[config.mk]
export PLATFORM = sky130hd
export DESIGN_NAME = pmic_protect_sequence_ctrl
export DESIGN_NICKNAME = d
export VERILOG_FILES = /design/src/hdl/pmic_protect_sequence_ctrl.v /design/src/hdl/pin_sync.v
export VERILOG_INCLUDE_DIRS = /design/src /design/src/pkg
export SDC_FILE = /design/constraint.sdc
export NUM_CORES = 1
export LEC_CHECK = 0
export ABC_AREA = 1
export BUFFER_PORTS_ARGS = -buffer_cell sky130_fd_sc_hd__clkbuf_2
export CAP_MARGIN = 20
export CORE_ASPECT_RATIO = 0.75
export CORE_MARGIN = 2
export CORE_UTILIZATION = 60
export CTS_CLUSTER_SIZE = 16
export DETAILED_ROUTE_END_ITERATION = 6
export GPL_ROUTABILITY_DRIVEN = 0
export PLACE_DENSITY = 0.84
export SLEW_MARGIN = 10
export SYNTH_ARGS = -nofsm -noshare
export SYNTH_HDL_FRONTEND = slang
export SYNTH_SLANG_ARGS = --single-unit
[constraint.sdc]
create_clock -name clk_i -period 3.5 [get_ports clk_i]
set_input_delay 0.35 -clock clk_i [delete_from_list [all_inputs] [get_ports clk_i]]
set_output_delay 0.35 -clock clk_i [all_outputs]
set_load 0.02 [all_outputs]
[src/pkg/pmic_seq_regs.vh]
// constants, register map and timing counts for the power sequencer
`ifndef PMIC_SEQ_REGS_VH
`define PMIC_SEQ_REGS_VH
`define CTRL_ADDR          4'h0
`define STAT_ADDR          4'h1
`define CTRL_RESET         16'h01FF
`define CTRL_CH_EN_LSB     0
`define CTRL_BACKUP_BIT    7
`define CTRL_DISPLAY_BIT   8
`define CTRL_ISO_BIT       9
`define CLK_MHZ            200
`define BACKUP_DELAY_NS    30000
`define USB_DELAY_NS       1030000
`define BACKUP_DELAY_CYC   ((`BACKUP_DELAY_NS * `CLK_MHZ + 999) / 1000)
`define USB_DELAY_CYC      ((`USB_DELAY_NS * `CLK_MHZ + 999) / 1000)
`define START_PULSES       544
`endif

[src/hdl/pmic_protect_sequence_ctrl.v]
// protection gating, enable sequencing and avalon register slave
//
// The Avalon-MM slave port and the address map are this design's own decisions.
`timescale 1ns/1ps
`include "pmic_seq_regs.vh"
module pmic_protect_sequence_ctrl #(
   parameter BACKUP_CYC = `BACKUP_DELAY_CYC,
   parameter USB_CYC    = `USB_DELAY_CYC,
   parameter START_CNT  = `START_PULSES
) (
   input  wire        clk_i,
   input  wire        rstn_i,
   input  wire [3:0]  avs_address,
   input  wire        avs_read,
   input  wire        avs_write,
   input  wire [31:0] avs_writedata,
   output reg  [31:0] avs_readdata,
   output reg         avs_waitrequest,
   input  wire        power_on_request_i,
   input  wire        usb_ldo_enable_pin_i,
   input  wire        reconf_channel_mode_pin_i,
   input  wire        system_power_down_i,
   input  wire        pwm_pulse_i,
   input  wire        thermal_flag_i,
   input  wire [5:0]  short_flag_i,
   input  wire [3:0]  ovp_flag_i,
   input  wire        backlight_ocp_i,
   input  wire        motor_ss_cmp_i,
   input  wire        reconf_above_aon_i,
   input  wire        core_supply_ok_i,
   input  wire        aon_supply_ok_i,
   output reg  [6:0]  ch_enable_o,
   output reg  [6:0]  ch_switch_o,
   output reg         backlight_discharge_o,
   output reg         backup_ldo_on_o,
   output reg         usb_ldo_on_o,
   output reg         display_ldo_on_o,
   output reg         aon_full_mode_o,
   output reg         reconf_isolation_gate_out_o,
   output reg         reconf_sync_rect_o,
   output reg         reconf_step_up_o,
   output reg         subcpu_reset_n_o,
   output reg         supply_good_o
);
   // channel index: 0 io,1 core,2 motor,3 lcd,4 inv,5 backlight,6 reconf
   // ovp index: 0 core,1 motor,2 backlight,3 reconf
   localparam ST_IDLE  = 2'h0;
   localparam ST_WAIT  = 2'h1;
   localparam ST_MOTOR = 2'h2;
   localparam ST_RUN   = 2'h3;

   wire [20:0] pin_q;
   wire        pon;
   wire        usb_pin;
   wire        mode_up;
   wire        pdown;
   wire        pwm;
   wire        tsd;
   wire [5:0]  scp;
   wire [3:0]  ovp;
   wire        ocp;
   wire        ss_cmp;
   wire        above;
   wire        core_ok;
   wire        aon_ok;

   pin_sync #(
      .W (21)
   ) u_sync (
      .clk_i  (clk_i),
      .rstn_i (rstn_i),
      .d_i    ({power_on_request_i, usb_ldo_enable_pin_i,
                reconf_channel_mode_pin_i, system_power_down_i,
                pwm_pulse_i, thermal_flag_i, short_flag_i, ovp_flag_i,
                backlight_ocp_i, motor_ss_cmp_i, reconf_above_aon_i,
                core_supply_ok_i, aon_supply_ok_i}),
      .q_o    (pin_q)
   );
   assign {pon, usb_pin, mode_up, pdown, pwm, tsd, scp, ovp, ocp,
           ss_cmp, above, core_ok, aon_ok} = pin_q;

   reg [15:0] ctrl_reg;
   reg        pon_d_reg;
   reg        pdown_d_reg;
   reg        pwm_d_reg;
   reg        aon_d_reg;
   reg        logic_rst_reg;
   reg [1:0]  state_reg;
   reg [9:0]  pulse_reg;
   reg [17:0] bk_cnt_reg;
   reg [18:0] usb_cnt_reg;
   reg        bk_done_reg;
   reg        usb_done_reg;
   reg        ov_latch_reg;
   reg        fault_reg;
   reg        sync_rect_reg;
   reg        ss_done_reg;

   wire pon_rise   = pon & ~pon_d_reg;
   wire pdown_fall = ~pdown & pdown_d_reg;
   wire pwm_rise   = pwm & ~pwm_d_reg;
   wire fault_now  = tsd | (|scp);
   wire [6:0] ch_bits = ctrl_reg[`CTRL_CH_EN_LSB +: 7];

   // bus slave: one wait cycle, then answer
   wire req = avs_read | avs_write;
   always @(posedge clk_i) begin
      if (!rstn_i) begin
         avs_waitrequest <= 1'b1;
         avs_readdata    <= 32'h00000000;
      end else begin
         avs_waitrequest <= ~(req & avs_waitrequest);
         if (avs_read & avs_waitrequest) begin
            case (avs_address)
               `CTRL_ADDR: avs_readdata <= {16'h0000, ctrl_reg};
               `STAT_ADDR: avs_readdata <= {16'h0000, state_reg,
                              usb_done_reg, bk_done_reg, ss_done_reg,
                              sync_rect_reg, ov_latch_reg, fault_reg,
                              tsd, scp, ocp};
               default:    avs_readdata <= 32'h00000000;
            endcase
         end
      end
   end

   always @(posedge clk_i) begin
      if (!rstn_i)
         ctrl_reg <= `CTRL_RESET;
      else if (avs_write & ~avs_waitrequest & (avs_address == `CTRL_ADDR))
         ctrl_reg <= avs_writedata[15:0];
   end

   // edge history and internal reset at supply-good
   always @(posedge clk_i) begin
      if (!rstn_i) begin
         pon_d_reg     <= 1'b0;
         pdown_d_reg   <= 1'b0;
         pwm_d_reg     <= 1'b0;
         aon_d_reg     <= 1'b0;
         logic_rst_reg <= 1'b1;
      end else begin
         pon_d_reg     <= pon;
         pdown_d_reg   <= pdown;
         pwm_d_reg     <= pwm;
         aon_d_reg     <= aon_ok;
         logic_rst_reg <= ~aon_ok | (aon_ok & ~aon_d_reg);
      end
   end

   // post supply-good delay counters
   always @(posedge clk_i) begin
      if (!rstn_i || logic_rst_reg) begin
         bk_cnt_reg   <= 18'h00000;
         usb_cnt_reg  <= 19'h00000;
         bk_done_reg  <= 1'b0;
         usb_done_reg <= 1'b0;
      end else begin
         if (!bk_done_reg) begin
            bk_cnt_reg  <= bk_cnt_reg + 18'h00001;
            bk_done_reg <= (bk_cnt_reg == BACKUP_CYC - 1);
         end
         if (!usb_done_reg) begin
            usb_cnt_reg  <= usb_cnt_reg + 19'h00001;
            usb_done_reg <= (usb_cnt_reg == USB_CYC - 1);
         end
      end
   end

   // start sequence
   always @(posedge clk_i) begin
      if (!rstn_i || logic_rst_reg) begin
         state_reg   <= ST_IDLE;
         pulse_reg   <= 10'h000;
         ss_done_reg <= 1'b0;
      end else if (pdown_fall || !pon) begin
         state_reg   <= ST_IDLE;
         pulse_reg   <= 10'h000;
         ss_done_reg <= 1'b0;
      end else begin
         case (state_reg)
            ST_IDLE: begin
               if (pon_rise) begin
                  state_reg <= ST_WAIT;
                  pulse_reg <= 10'h000;
               end
            end
            ST_WAIT: begin
               if (pwm_rise) begin
                  if (pulse_reg == START_CNT - 1)
                     state_reg <= ST_MOTOR;
                  pulse_reg <= pulse_reg + 10'h001;
               end
            end
            ST_MOTOR: begin
               if (ss_cmp) begin
                  ss_done_reg <= 1'b1;
                  state_reg   <= ST_RUN;
               end
            end
            ST_RUN: state_reg <= ST_RUN;
            default: state_reg <= ST_IDLE;
         endcase
      end
   end

   // protection latches
   always @(posedge clk_i) begin
      if (!rstn_i || logic_rst_reg) begin
         ov_latch_reg <= 1'b0;
         fault_reg    <= 1'b0;
      end else begin
         if (ovp[2])
            ov_latch_reg <= 1'b1;
         else if (!pon)
            ov_latch_reg <= 1'b0;
         if (fault_now)
            fault_reg <= 1'b1;
         else if (!pon)
            fault_reg <= 1'b0;
      end
   end

   // reconf rectification mode
   always @(posedge clk_i) begin
      if (!rstn_i || logic_rst_reg)
         sync_rect_reg <= 1'b0;
      else if (!ch_enable_o[6])
         sync_rect_reg <= 1'b0;
      else if (above)
         sync_rect_reg <= 1'b1;
   end

   // registered outputs
   reg [6:0] en_next;
   reg [6:0] sw_next;
   always @* begin
      en_next = 7'h00;
      if (state_reg == ST_MOTOR)
         en_next[2] = ch_bits[2];
      else if (state_reg == ST_RUN)
         en_next = ch_bits;
      if (fault_reg | fault_now)
         en_next = 7'h00;
      if (ov_latch_reg | ovp[2])
         en_next[5] = 1'b0;
      sw_next = en_next;
      sw_next[1] = en_next[1] & ~ovp[0];
      sw_next[2] = en_next[2] & ~ovp[1];
      sw_next[6] = en_next[6] & ~ovp[3];
      sw_next[5] = en_next[5] & ~ocp;
   end

   always @(posedge clk_i) begin
      if (!rstn_i) begin
         ch_enable_o                 <= 7'h00;
         ch_switch_o                 <= 7'h00;
         backlight_discharge_o       <= 1'b0;
         backup_ldo_on_o             <= 1'b0;
         usb_ldo_on_o                <= 1'b0;
         display_ldo_on_o            <= 1'b0;
         aon_full_mode_o             <= 1'b0;
         reconf_isolation_gate_out_o <= 1'b0;
         reconf_sync_rect_o          <= 1'b0;
         reconf_step_up_o            <= 1'b0;
         subcpu_reset_n_o            <= 1'b0;
         supply_good_o               <= 1'b0;
      end else begin
         ch_enable_o           <= en_next;
         ch_switch_o           <= sw_next;
         backlight_discharge_o <= ov_latch_reg | ocp;
         backup_ldo_on_o       <= ctrl_reg[`CTRL_BACKUP_BIT] &
                                  bk_done_reg;
         usb_ldo_on_o          <= usb_done_reg & usb_pin;
         display_ldo_on_o      <= ctrl_reg[`CTRL_DISPLAY_BIT] &
                                  ~fault_reg & ~fault_now;
         aon_full_mode_o       <= pon;
         reconf_isolation_gate_out_o <= mode_up &
                                  ctrl_reg[`CTRL_ISO_BIT];
         reconf_sync_rect_o    <= sync_rect_reg & en_next[6];
         reconf_step_up_o      <= mode_up;
         subcpu_reset_n_o      <= core_ok;
         supply_good_o         <= aon_ok;
      end
   end
endmodule

[src/hdl/pin_sync.v]
// three-stage synchroniser with agreement filter
`timescale 1ns/1ps
module pin_sync #(
   parameter W = 1
) (
   input  wire         clk_i,
   input  wire         rstn_i,
   input  wire [W-1:0] d_i,
   output wire [W-1:0] q_o
);
   reg [W-1:0] s1_reg;
   reg [W-1:0] s2_reg;
   reg [W-1:0] s3_reg;
   genvar i;
   always @(posedge clk_i) begin
      if (!rstn_i) begin
         s1_reg <= {W{1'b0}};
         s2_reg <= {W{1'b0}};
         s3_reg <= {W{1'b0}};
      end else begin
         s1_reg <= d_i;
         s2_reg <= s1_reg;
         s3_reg <= s2_reg;
      end
   end
   generate
      for (i = 0; i < W; i = i + 1) begin : g_bit
         reg q_bit_reg;
         always @(posedge clk_i) begin
            if (!rstn_i)
               q_bit_reg <= 1'b0;
            else if (s2_reg[i] == s3_reg[i])
               q_bit_reg <= s3_reg[i];
         end
         assign q_o[i] = q_bit_reg;
      end
   endgenerate
endmodule

* Word-level counts from Yosys, hierarchy flattened
Index checks and enable logic that the tools add are counted.
Word-level totals: word-level logic and storage cells 160, flip-flop bits (word level) 215, bits of input ports 61, output and inout port bits 57
Operators by class: reduce and logical (&&, ||, !) cells 13, muxes and demuxes 20, bitwise logic cells 38, add/subtract/negate cells 3, eq/ne operators 34
Operator list (count):
- $pmux 16 s2 | 1
- $eq 1x1->1 | 21
- $mux 10 | 2
- $pmux 10 s2 | 1
- $add 19x1->19 const B | 1
- $eq 19x18->1 const B | 1
- $add 18x1->18 const B | 1
- $and 1x1->1 | 18
- $eq 18x13->1 const B | 1
- $mux 7 | 2
- $not 1->1 | 14
- $add 10x1->10 const B | 1
- $eq 10x10->1 const B | 1
- $mux 2 | 5
- $ne 2x2->1 const B | 4
- $pmux 2 s4 | 1
- $mux 1 | 7
- $or 1x1->1 | 6
- $reduce_or 6->1 | 1
- $eq 2x2->1 const B | 2
- $eq 4x1->1 const B | 1
- $logic_not 4->1 | 1
- $mux 4 | 1
- $ne 2x1->1 const B | 2
- other kinds (9) | 12

* Depth between registers and ports, before layout
Gate-level depths: netlist of the first run.
depth after elaboration 6, gate-level depth with buffers 9, depth with buffers taken out 9

* By module
From an unflattened synthesis of the first run, not the netlist that was laid out.
Unflattened totals: cells, all modules 1011, area, all modules 7666.1 um^2
Modules (own cells, without submodules):
- pmic_protect_sequence_ctrl | instances 1, cells an instance 708, area each 5002.3 um^2, sequential area each 2242.2 um^2
- pin_sync | instances 1, cells an instance 303, area each 2663.8 um^2, sequential area each 1681.6 um^2

* Worst setup path after synthesis of the first run
OpenSTA, ideal clock, no wires.
kind register -> register, start point reg usb_cnt_reg[1], end point reg usb_cnt_reg[12], data arrival time 1.183 ns, setup slack 2.201 ns, stages on the path, launching flop included 9, required time 3.384 ns, period minus slack after synthesis 1.299 ns, buffers on the path 0, setup time 0.116 ns, cell sequence dfxtp_1 > ha_1 > nand3_2 > nor2_4 > nand2_2 > nor2_1 > nand2_1 > o21ai_0 > nor2_1
Between the ends: word-level cells in the longest chain between the ends 1
Ends and longest elaborated chain:
- from (decl) | line pmic_protect_sequence_ctrl.v:91 | reg [18:0] usb_cnt_reg;
- from (signal assigned) | line pmic_protect_sequence_ctrl.v:163 | usb_cnt_reg <= usb_cnt_reg + 19'h00001;
- $add 19x1->19 | line pmic_protect_sequence_ctrl.v:163
Every way passes these cells. A chain may end at the register's enable or synchronous reset.

* Worst setup path in the final report of the first run
start point reg logic_rst_reg, end point reg usb_cnt_reg[4]
Between the ends: word-level cells in the longest chain between the ends 1
Ends and longest elaborated chain:
- from (decl) | line pmic_protect_sequence_ctrl.v:87 | reg logic_rst_reg;
- from (signal assigned) | line pmic_protect_sequence_ctrl.v:146 | logic_rst_reg <= ~aon_ok | (aon_ok & ~aon_d_reg);
- $logic_or 1x1->1 | line pmic_protect_sequence_ctrl.v:152 | if (!rstn_i || logic_rst_reg) begin
Every way passes these cells.

==> results.yml, run 1 <==
status:
  outcome: "finished, final reports clean"
timing:
  max_clock_freq_mhz: 505
  finalSetupTns_ps: 0
  drv_slew: 0
  finalCritPeriodShare: 0.565
  setup_viol: 0
  tightestPinTransition_ps: 978
  fin_ws_ps: 1520
  skew_ps: 9.55
  fin_crit_ps: 1980
  holdWs_ps: 102
  slew-limit-headroom: 0.346
  timing.final.hold_violations: 0
  rsz0062_at_grt: "false"
final_layout:
  syn2layout_area_growth_pct: 13.8
  antenna_cells: 0
  final_util: 0.694
  drive_above_1_share: 0.148
  layout.nets: 1092
clocking:
  cts_tree: "built"
  cts_resized: 0
  cts_max_path_buffers: 2
  cts.clk_slew.worst_paths_ps: 70
  postCtsHoldBufs: 0
  clock_latency_ps: 430
  cts-buffers-inserted: 17
  clkSinkCount: 196
  cts.htree.levels: 4
  clockRootBuffer: "clkbuf_16"
  post_cts_buffers: 0
global_route:
  grt_max_degree: 93
  grt_pass1_vias: 5508
  antenna_found_initial: 0
  overflow: 0
  grt_first_pass_wirelength_um: 26000
  track_usage: 0.245
route:
  drt_iter0_markers: 458
  ant_nets: 0
  wl_per_cell_um: 12.8
  first_pass_iters: 5
  drt_wl_total_um: 15500
  drc: 0
  dr_total_vias: 6066
  via_per_inst: 5.03
die:
  coreArea_mm2: 0.0122
  die_h_um: 101
  dieArea_mm2: 0.0133
  initial_core_util: 0.610
  die_w_um: 133
  io_pins: 118
  fp-row-count: 35
power:
  p_total_mw: 4.40
  powerDensity_mw_per_mm2: 519
  power.leakage_nw: 4.15
  ir_worst_vdd_mv: 0.433
synth:
  ys_warn_count: 0
  synth.area.top_cells: "dfxtp_1, inv_1, nand2_1, a21oi_1, nor2_1"
  syn_avg_cell_area_um2: 7.85
  synth_area_mm2: 0.00745
  synth_seq_cells: 196
  synth_top_cell_by_area: "dfxtp_1"
  synth-main-ff-cell: "dfxtp_1"
  synth_seq_area_share: 0.526
  syn_inst: 950
  synth_edf_count: 0
  ys_async_sr_fraction: 0
  netlist.area_leader.share: 0.526
  yosys.cell_types.count: 43
worst_setup_path:
  crit_slowest_cell: "clkinv_1"
  max_stage_delay_ps: 650
  cpLargestDelayFamily: "buffers and inverters"
  cp.required_ps: 3870
  worstSetupStartpointType: "flop"
  setup.worst_path.end: "usb_cnt_reg[4]$_SDFFE_PP0N_"
  worstSetupPathType: "reg2reg"
  cp.depth: 4
  rr_worst_depth: 4
  r2r_setup_slack_ps: 1520
  cp_max_fo: 25
  cp_data_arrival_time_ps: 2350
  cp-end-kind: "flop"
  worstReg2RegEnd: "usb_cnt_reg[4]$_SDFFE_PP0N_"
  crit_buf_inv: 1
  r2r_start: "logic_rst_reg$_SDFF_PN1_"
  cp-startpoint: "logic_rst_reg$_SDFF_PN1_"
  crit_chain: "nor2_4, clkinv_1, a21oi_1, o21a_1"
placed_design:
  place_hpwl_um: 10300
  io_buffer_count: 85
  dp_slack_ps: 1170
hold_path:
  hp-class: "in2reg"
job:
  maxCapViolations: 0
## synthesized netlist by cell type (8+ instances only)
master,n
nand3_1,17
o22ai_1,11
nor3_1,17
buf_2,13
nand2_1,161
nand4_1,15
dfxtp_1,196
o21ai_0,66
a21oi_1,81
buf_4,21
inv_1,179
nor2_4,8
nor2_1,96
## tightest hold or removal path: cells and delay by family
kind / cells / cell delay, ps
simple gates: 1 / 40
buf+inv: 2 / 110
## power by group
| group | total [mW] | switching [mW] | internal (mW) | leakage, nW |
|---|---|---|---|---|
| logic | 0.171 | 0.115 | 0.0569 | 2.27 |
| clock network | 1.93 | 0.849 | 1.08 | 0.283 |
| registers | 2.30 | 0.0244 | 2.28 | 1.59 |
## cells in the final DEF (no fill, tap or decap), types with 4 or more instances in the layout
cell type / n
nand3_1: 17
inv_1: 179
nand2_1: 161
conb_1: 16
nor3_1: 17
clkbuf_16: 17
a21oi_1: 81
inv_2: 7
o21bai_1: 6
nor2_1: 96
nand4_1: 15
nor2_4: 8
inv_6: 4
nor2_2: 6
clkbuf_2: 85
nand2_2: 4
nand3_2: 4
dfxtp_1: 196
o22ai_1: 11
a31oi_1: 5
o21ai_0: 66
## layout make-up
type                    count  area, um^2
clock buffers              19         443
clock inverters            13         148
fillers                   945        3730
inverters                 187         702
multi-input cells         539        2620
flip-flops and latches    196        3920
well taps                 166         208
repair buffers             87         440
## how the worst min path moves through the flow
stage,cells after the start,start,endpoint,slack (ps)
floorplan,2,u_sync.s1_reg[0]$_SDFF_PN0_,u_sync.s2_reg[0]$_SDFF_PN0_,390
global placement,1,supply_good_o$_SDFF_PN0_,logic_rst_reg$_SDFF_PN1_,380
detailed placement,1,supply_good_o$_SDFF_PN0_,logic_rst_reg$_SDFF_PN1_,390
CTS,3,aon_supply_ok_i,u_sync.s1_reg[0]$_SDFF_PN0_,90
global route,3,short_flag_i[4],u_sync.s1_reg[13]$_SDFF_PN0_,90
finish,3,pwm_pulse_i,u_sync.s1_reg[16]$_SDFF_PN0_,100
## per-layer routing
layer / wire length (um) / share of wire / vias to the layer above / track usage
met2: 7090 / 0.46 / 209 / 0.393
met1: 7150 / 0.46 / 2752 / 0.328
met5: 0 / 0 / - / 0
met3: 943 / 0.061 / 26 / 0.0508
met4: 293 / 0.019 / 0 / 0.0959
li1: - / - / 3079 / -
## cell families (layout without fill, tap and decap cells)
kind of cell / count (synthesis) / after routing / share of synthesized area
adder cells (fa/ha/maj): 3 / 3 / 0.00504
AND/OR/NAND/NOR: 339 / 339 / 0.208
other: 1 / 16 / 0.000503
XOR/XNOR: 5 / 5 / 0.00588
buffers and inverters: 230 / 306 / 0.130
flip-flops: 196 / 196 / 0.526
AO/OA/AOI/OAI: 176 / 176 / 0.125
## metrics by stage
stage	area [um^2]	std cells
2_1_floorplan	7510	965
3_3_place_gp	7890	1175
3_5_place_dp	7890	1175
4_1_cts	8480	1207
5_1_grt	8480	1207
6_report	8480	1207
(Power assumes the default switching activity.)
==> run 2, diff against run 1 <==
Settings changed: CORE_UTILIZATION 60 to 51, PLACE_DENSITY 0.84 to 0.76.
Clock period 3.5 ns to 1.7 ns, I/O delays scaled along.
==> run 2 against run 1 <==
Against the previous run: register-to-register slack got worse by 1300 ps; clock skew increased by 1.4 ps; clock power increased by 120%; via count decreased by 0.35%; total power increased by 110%; critical endpoint is now pulse_reg[6]$_SDFFE_PP0P_; worst hold slack got worse by 91 ps; non-clock buffer count increased by 44; critical path depth increased by 3; combinational power increased by 150%; highest routed layer unchanged; largest cell class unchanged; routed wire length increased by 0.72%.
==> results.yml, run 2 (same netlist as run 1, synthesis figures left out) <==
route:
  dr_total_vias: 6045
  drt_iter0_markers: 421
  drt_wl_total_um: 15600
  via_per_inst: 4.70
  drc: 0
  first_pass_iters: 6
  wl_per_cell_um: 12.1
  ant_nets: 0
power:
  ir_worst_vdd_mv: 0.733
  p_int_mw: 7.23
  p_seq_frac: 0.506
  p_clk_frac: 0.448
  p_sw_mw: 2.12
  powerDensity_mw_per_mm2: 1040
  power.leakage_nw: 4.36
  pwr-share-comb: 0.046
  p_sw_frac: 0.227
  p_total_mw: 9.35
die:
  fp-row-count: 38
  initial_core_util: 0.519
  dieArea_mm2: 0.0156
  coreArea_mm2: 0.0144
  die_w_um: 144
  io_pins: 118
  die_h_um: 109
timing:
  rsz0062_at_grt: "false"
  finalSetupTns_ps: 0
  finalCritPeriodShare: 0.884
  skew_ps: 10.9
  timing.final.hold_violations: 0
  max_clock_freq_mhz: 665
  drv_slew: 0
  setup_viol: 0
  fin_crit_ps: 1500
worst_setup_path:
  cp.required_ps: 2030
  cp_data_arrival_time_ps: 1830
  cp_max_fo: 10
  cp-end-kind: "flop"
  max_stage_delay_ps: 570
  crit_path_frequent_cell: "nor2_1"
  worstSetupPathType: "reg2reg"
  worstSetupStartpointType: "flop"
  crit_chain: "nor2_1, nand2_2, nand3_4, nor2_2, nand2_1, o21ai_1, nor2_1"
  r2r_setup_slack_ps: 200
  crit_slowest_cell: "dfxtp_1"
job:
  maxCapViolations: 0
global_route:
  grt_first_pass_wirelength_um: 25600
  overflow: 0
  met3_usage: 0.0501
  grt_max_degree: 92
  track_usage: 0.210
  grt.busiest_layer: "met2"
  grtUsageMet2: 0.329
  grtUsageMet1: 0.287
  antenna_found_initial: 0
  grt_pass1_vias: 5447
final_layout:
  antenna_cells: 0
  most-common-layout-cells: "dfxtp_1, inv_1, nand2_1"
  syn2layout_area_growth_pct: 20.6
  final_util: 0.626
  layout.nets: 1136
  fill_cells: 1256
  drive_above_1_share: 0.149
  layout_commonest_cell: "dfxtp_1"
clocking:
  cts_max_path_buffers: 2
  clockRootBuffer: "clkbuf_16"
  cts.htree.levels: 4
  cts_tree: "built"
  clock_latency_ps: 440
  clkSinkCount: 196
  cts-buffers-inserted: 17
  post_cts_buffers: 0
  cts.clk_slew.worst_paths_ps: 70
hold_path:
  hp-class: "in2reg"
placed_design:
  place_hpwl_um: 10400
  io_buffer_count: 85
status:
  outcome: "finished, final reports clean"
run 2: critical path: cells and delay by family, from the launching register on:
| family | cells | cell delay, ps |
|---|---|---|
| AOI/OAI and AO/OA | 1 | 130 |
| DFF | 1 | 570 |
| and+or+nand+nor | 6 | 700 |
run 2: final timing paths:
kind	depth (start not counted)	end	startpoint
min	3	ctrl_reg[15]$_SDFFE_PN0P_	avs_writedata[15]
min reg2reg	1	logic_rst_reg$_SDFF_PN1_	supply_good_o$_SDFF_PN0_
max	7	pulse_reg[6]$_SDFFE_PP0P_	state_reg[1]$_SDFFE_PP0P_
max reg2reg	7	pulse_reg[6]$_SDFFE_PP0P_	state_reg[1]$_SDFFE_PP0P_
run 2: routing by layer:
metal  up-vias  share of wire  routed length [um]
met5         -              0                   0
met4         0          0.012                 190
met3        17          0.059                 920
met2       165           0.44                6890
met1      2687           0.49                7580
li1       3176              -                   -
run 2: area by class of cell:
class | count | area [um^2] | area share
sequential | 196 | 3920 | 0.436
multi-input combinational | 539 | 2620 | 0.291
timing repair buffer | 131 | 873 | 0.0971
inverter | 187 | 702 | 0.0781
clock buffer | 18 | 429 | 0.0477
tap | 200 | 250 | 0.0278
clock inverter | 14 | 191 | 0.0213
run 2: power by group through the flow:
stage / Clock [mW] / Sequential, mW / Combinational, mW
finish: 4.19 / 4.73 / 0.426
global route: 4.45 / 4.74 / 0.475
CTS: 4.26 / 4.73 / 0.424
detailed placement: 0 / 4.84 / 0.356
global placement: 0 / 4.84 / 0.350
floorplan: 0 / 4.86 / 0.228
run 2: stage by stage:
stage	instance area [um^2]	cells	hold WS [ps]	worst slack [ps]
final	8990	1285	10.9	197
after global routing	8990	1285	29.8	86.1
after CTS	8990	1285	2.45	204
after detailed placement	8010	1217	355	234
after global placement	8010	1217	354	288
after floorplan	7510	965	268	401
run 2: repair_timing:
item | CTS | global route
gates resized for setup | 0 | 0
hold buffers | 36 | 0
endpoints found under the hold margin | 35 | 0
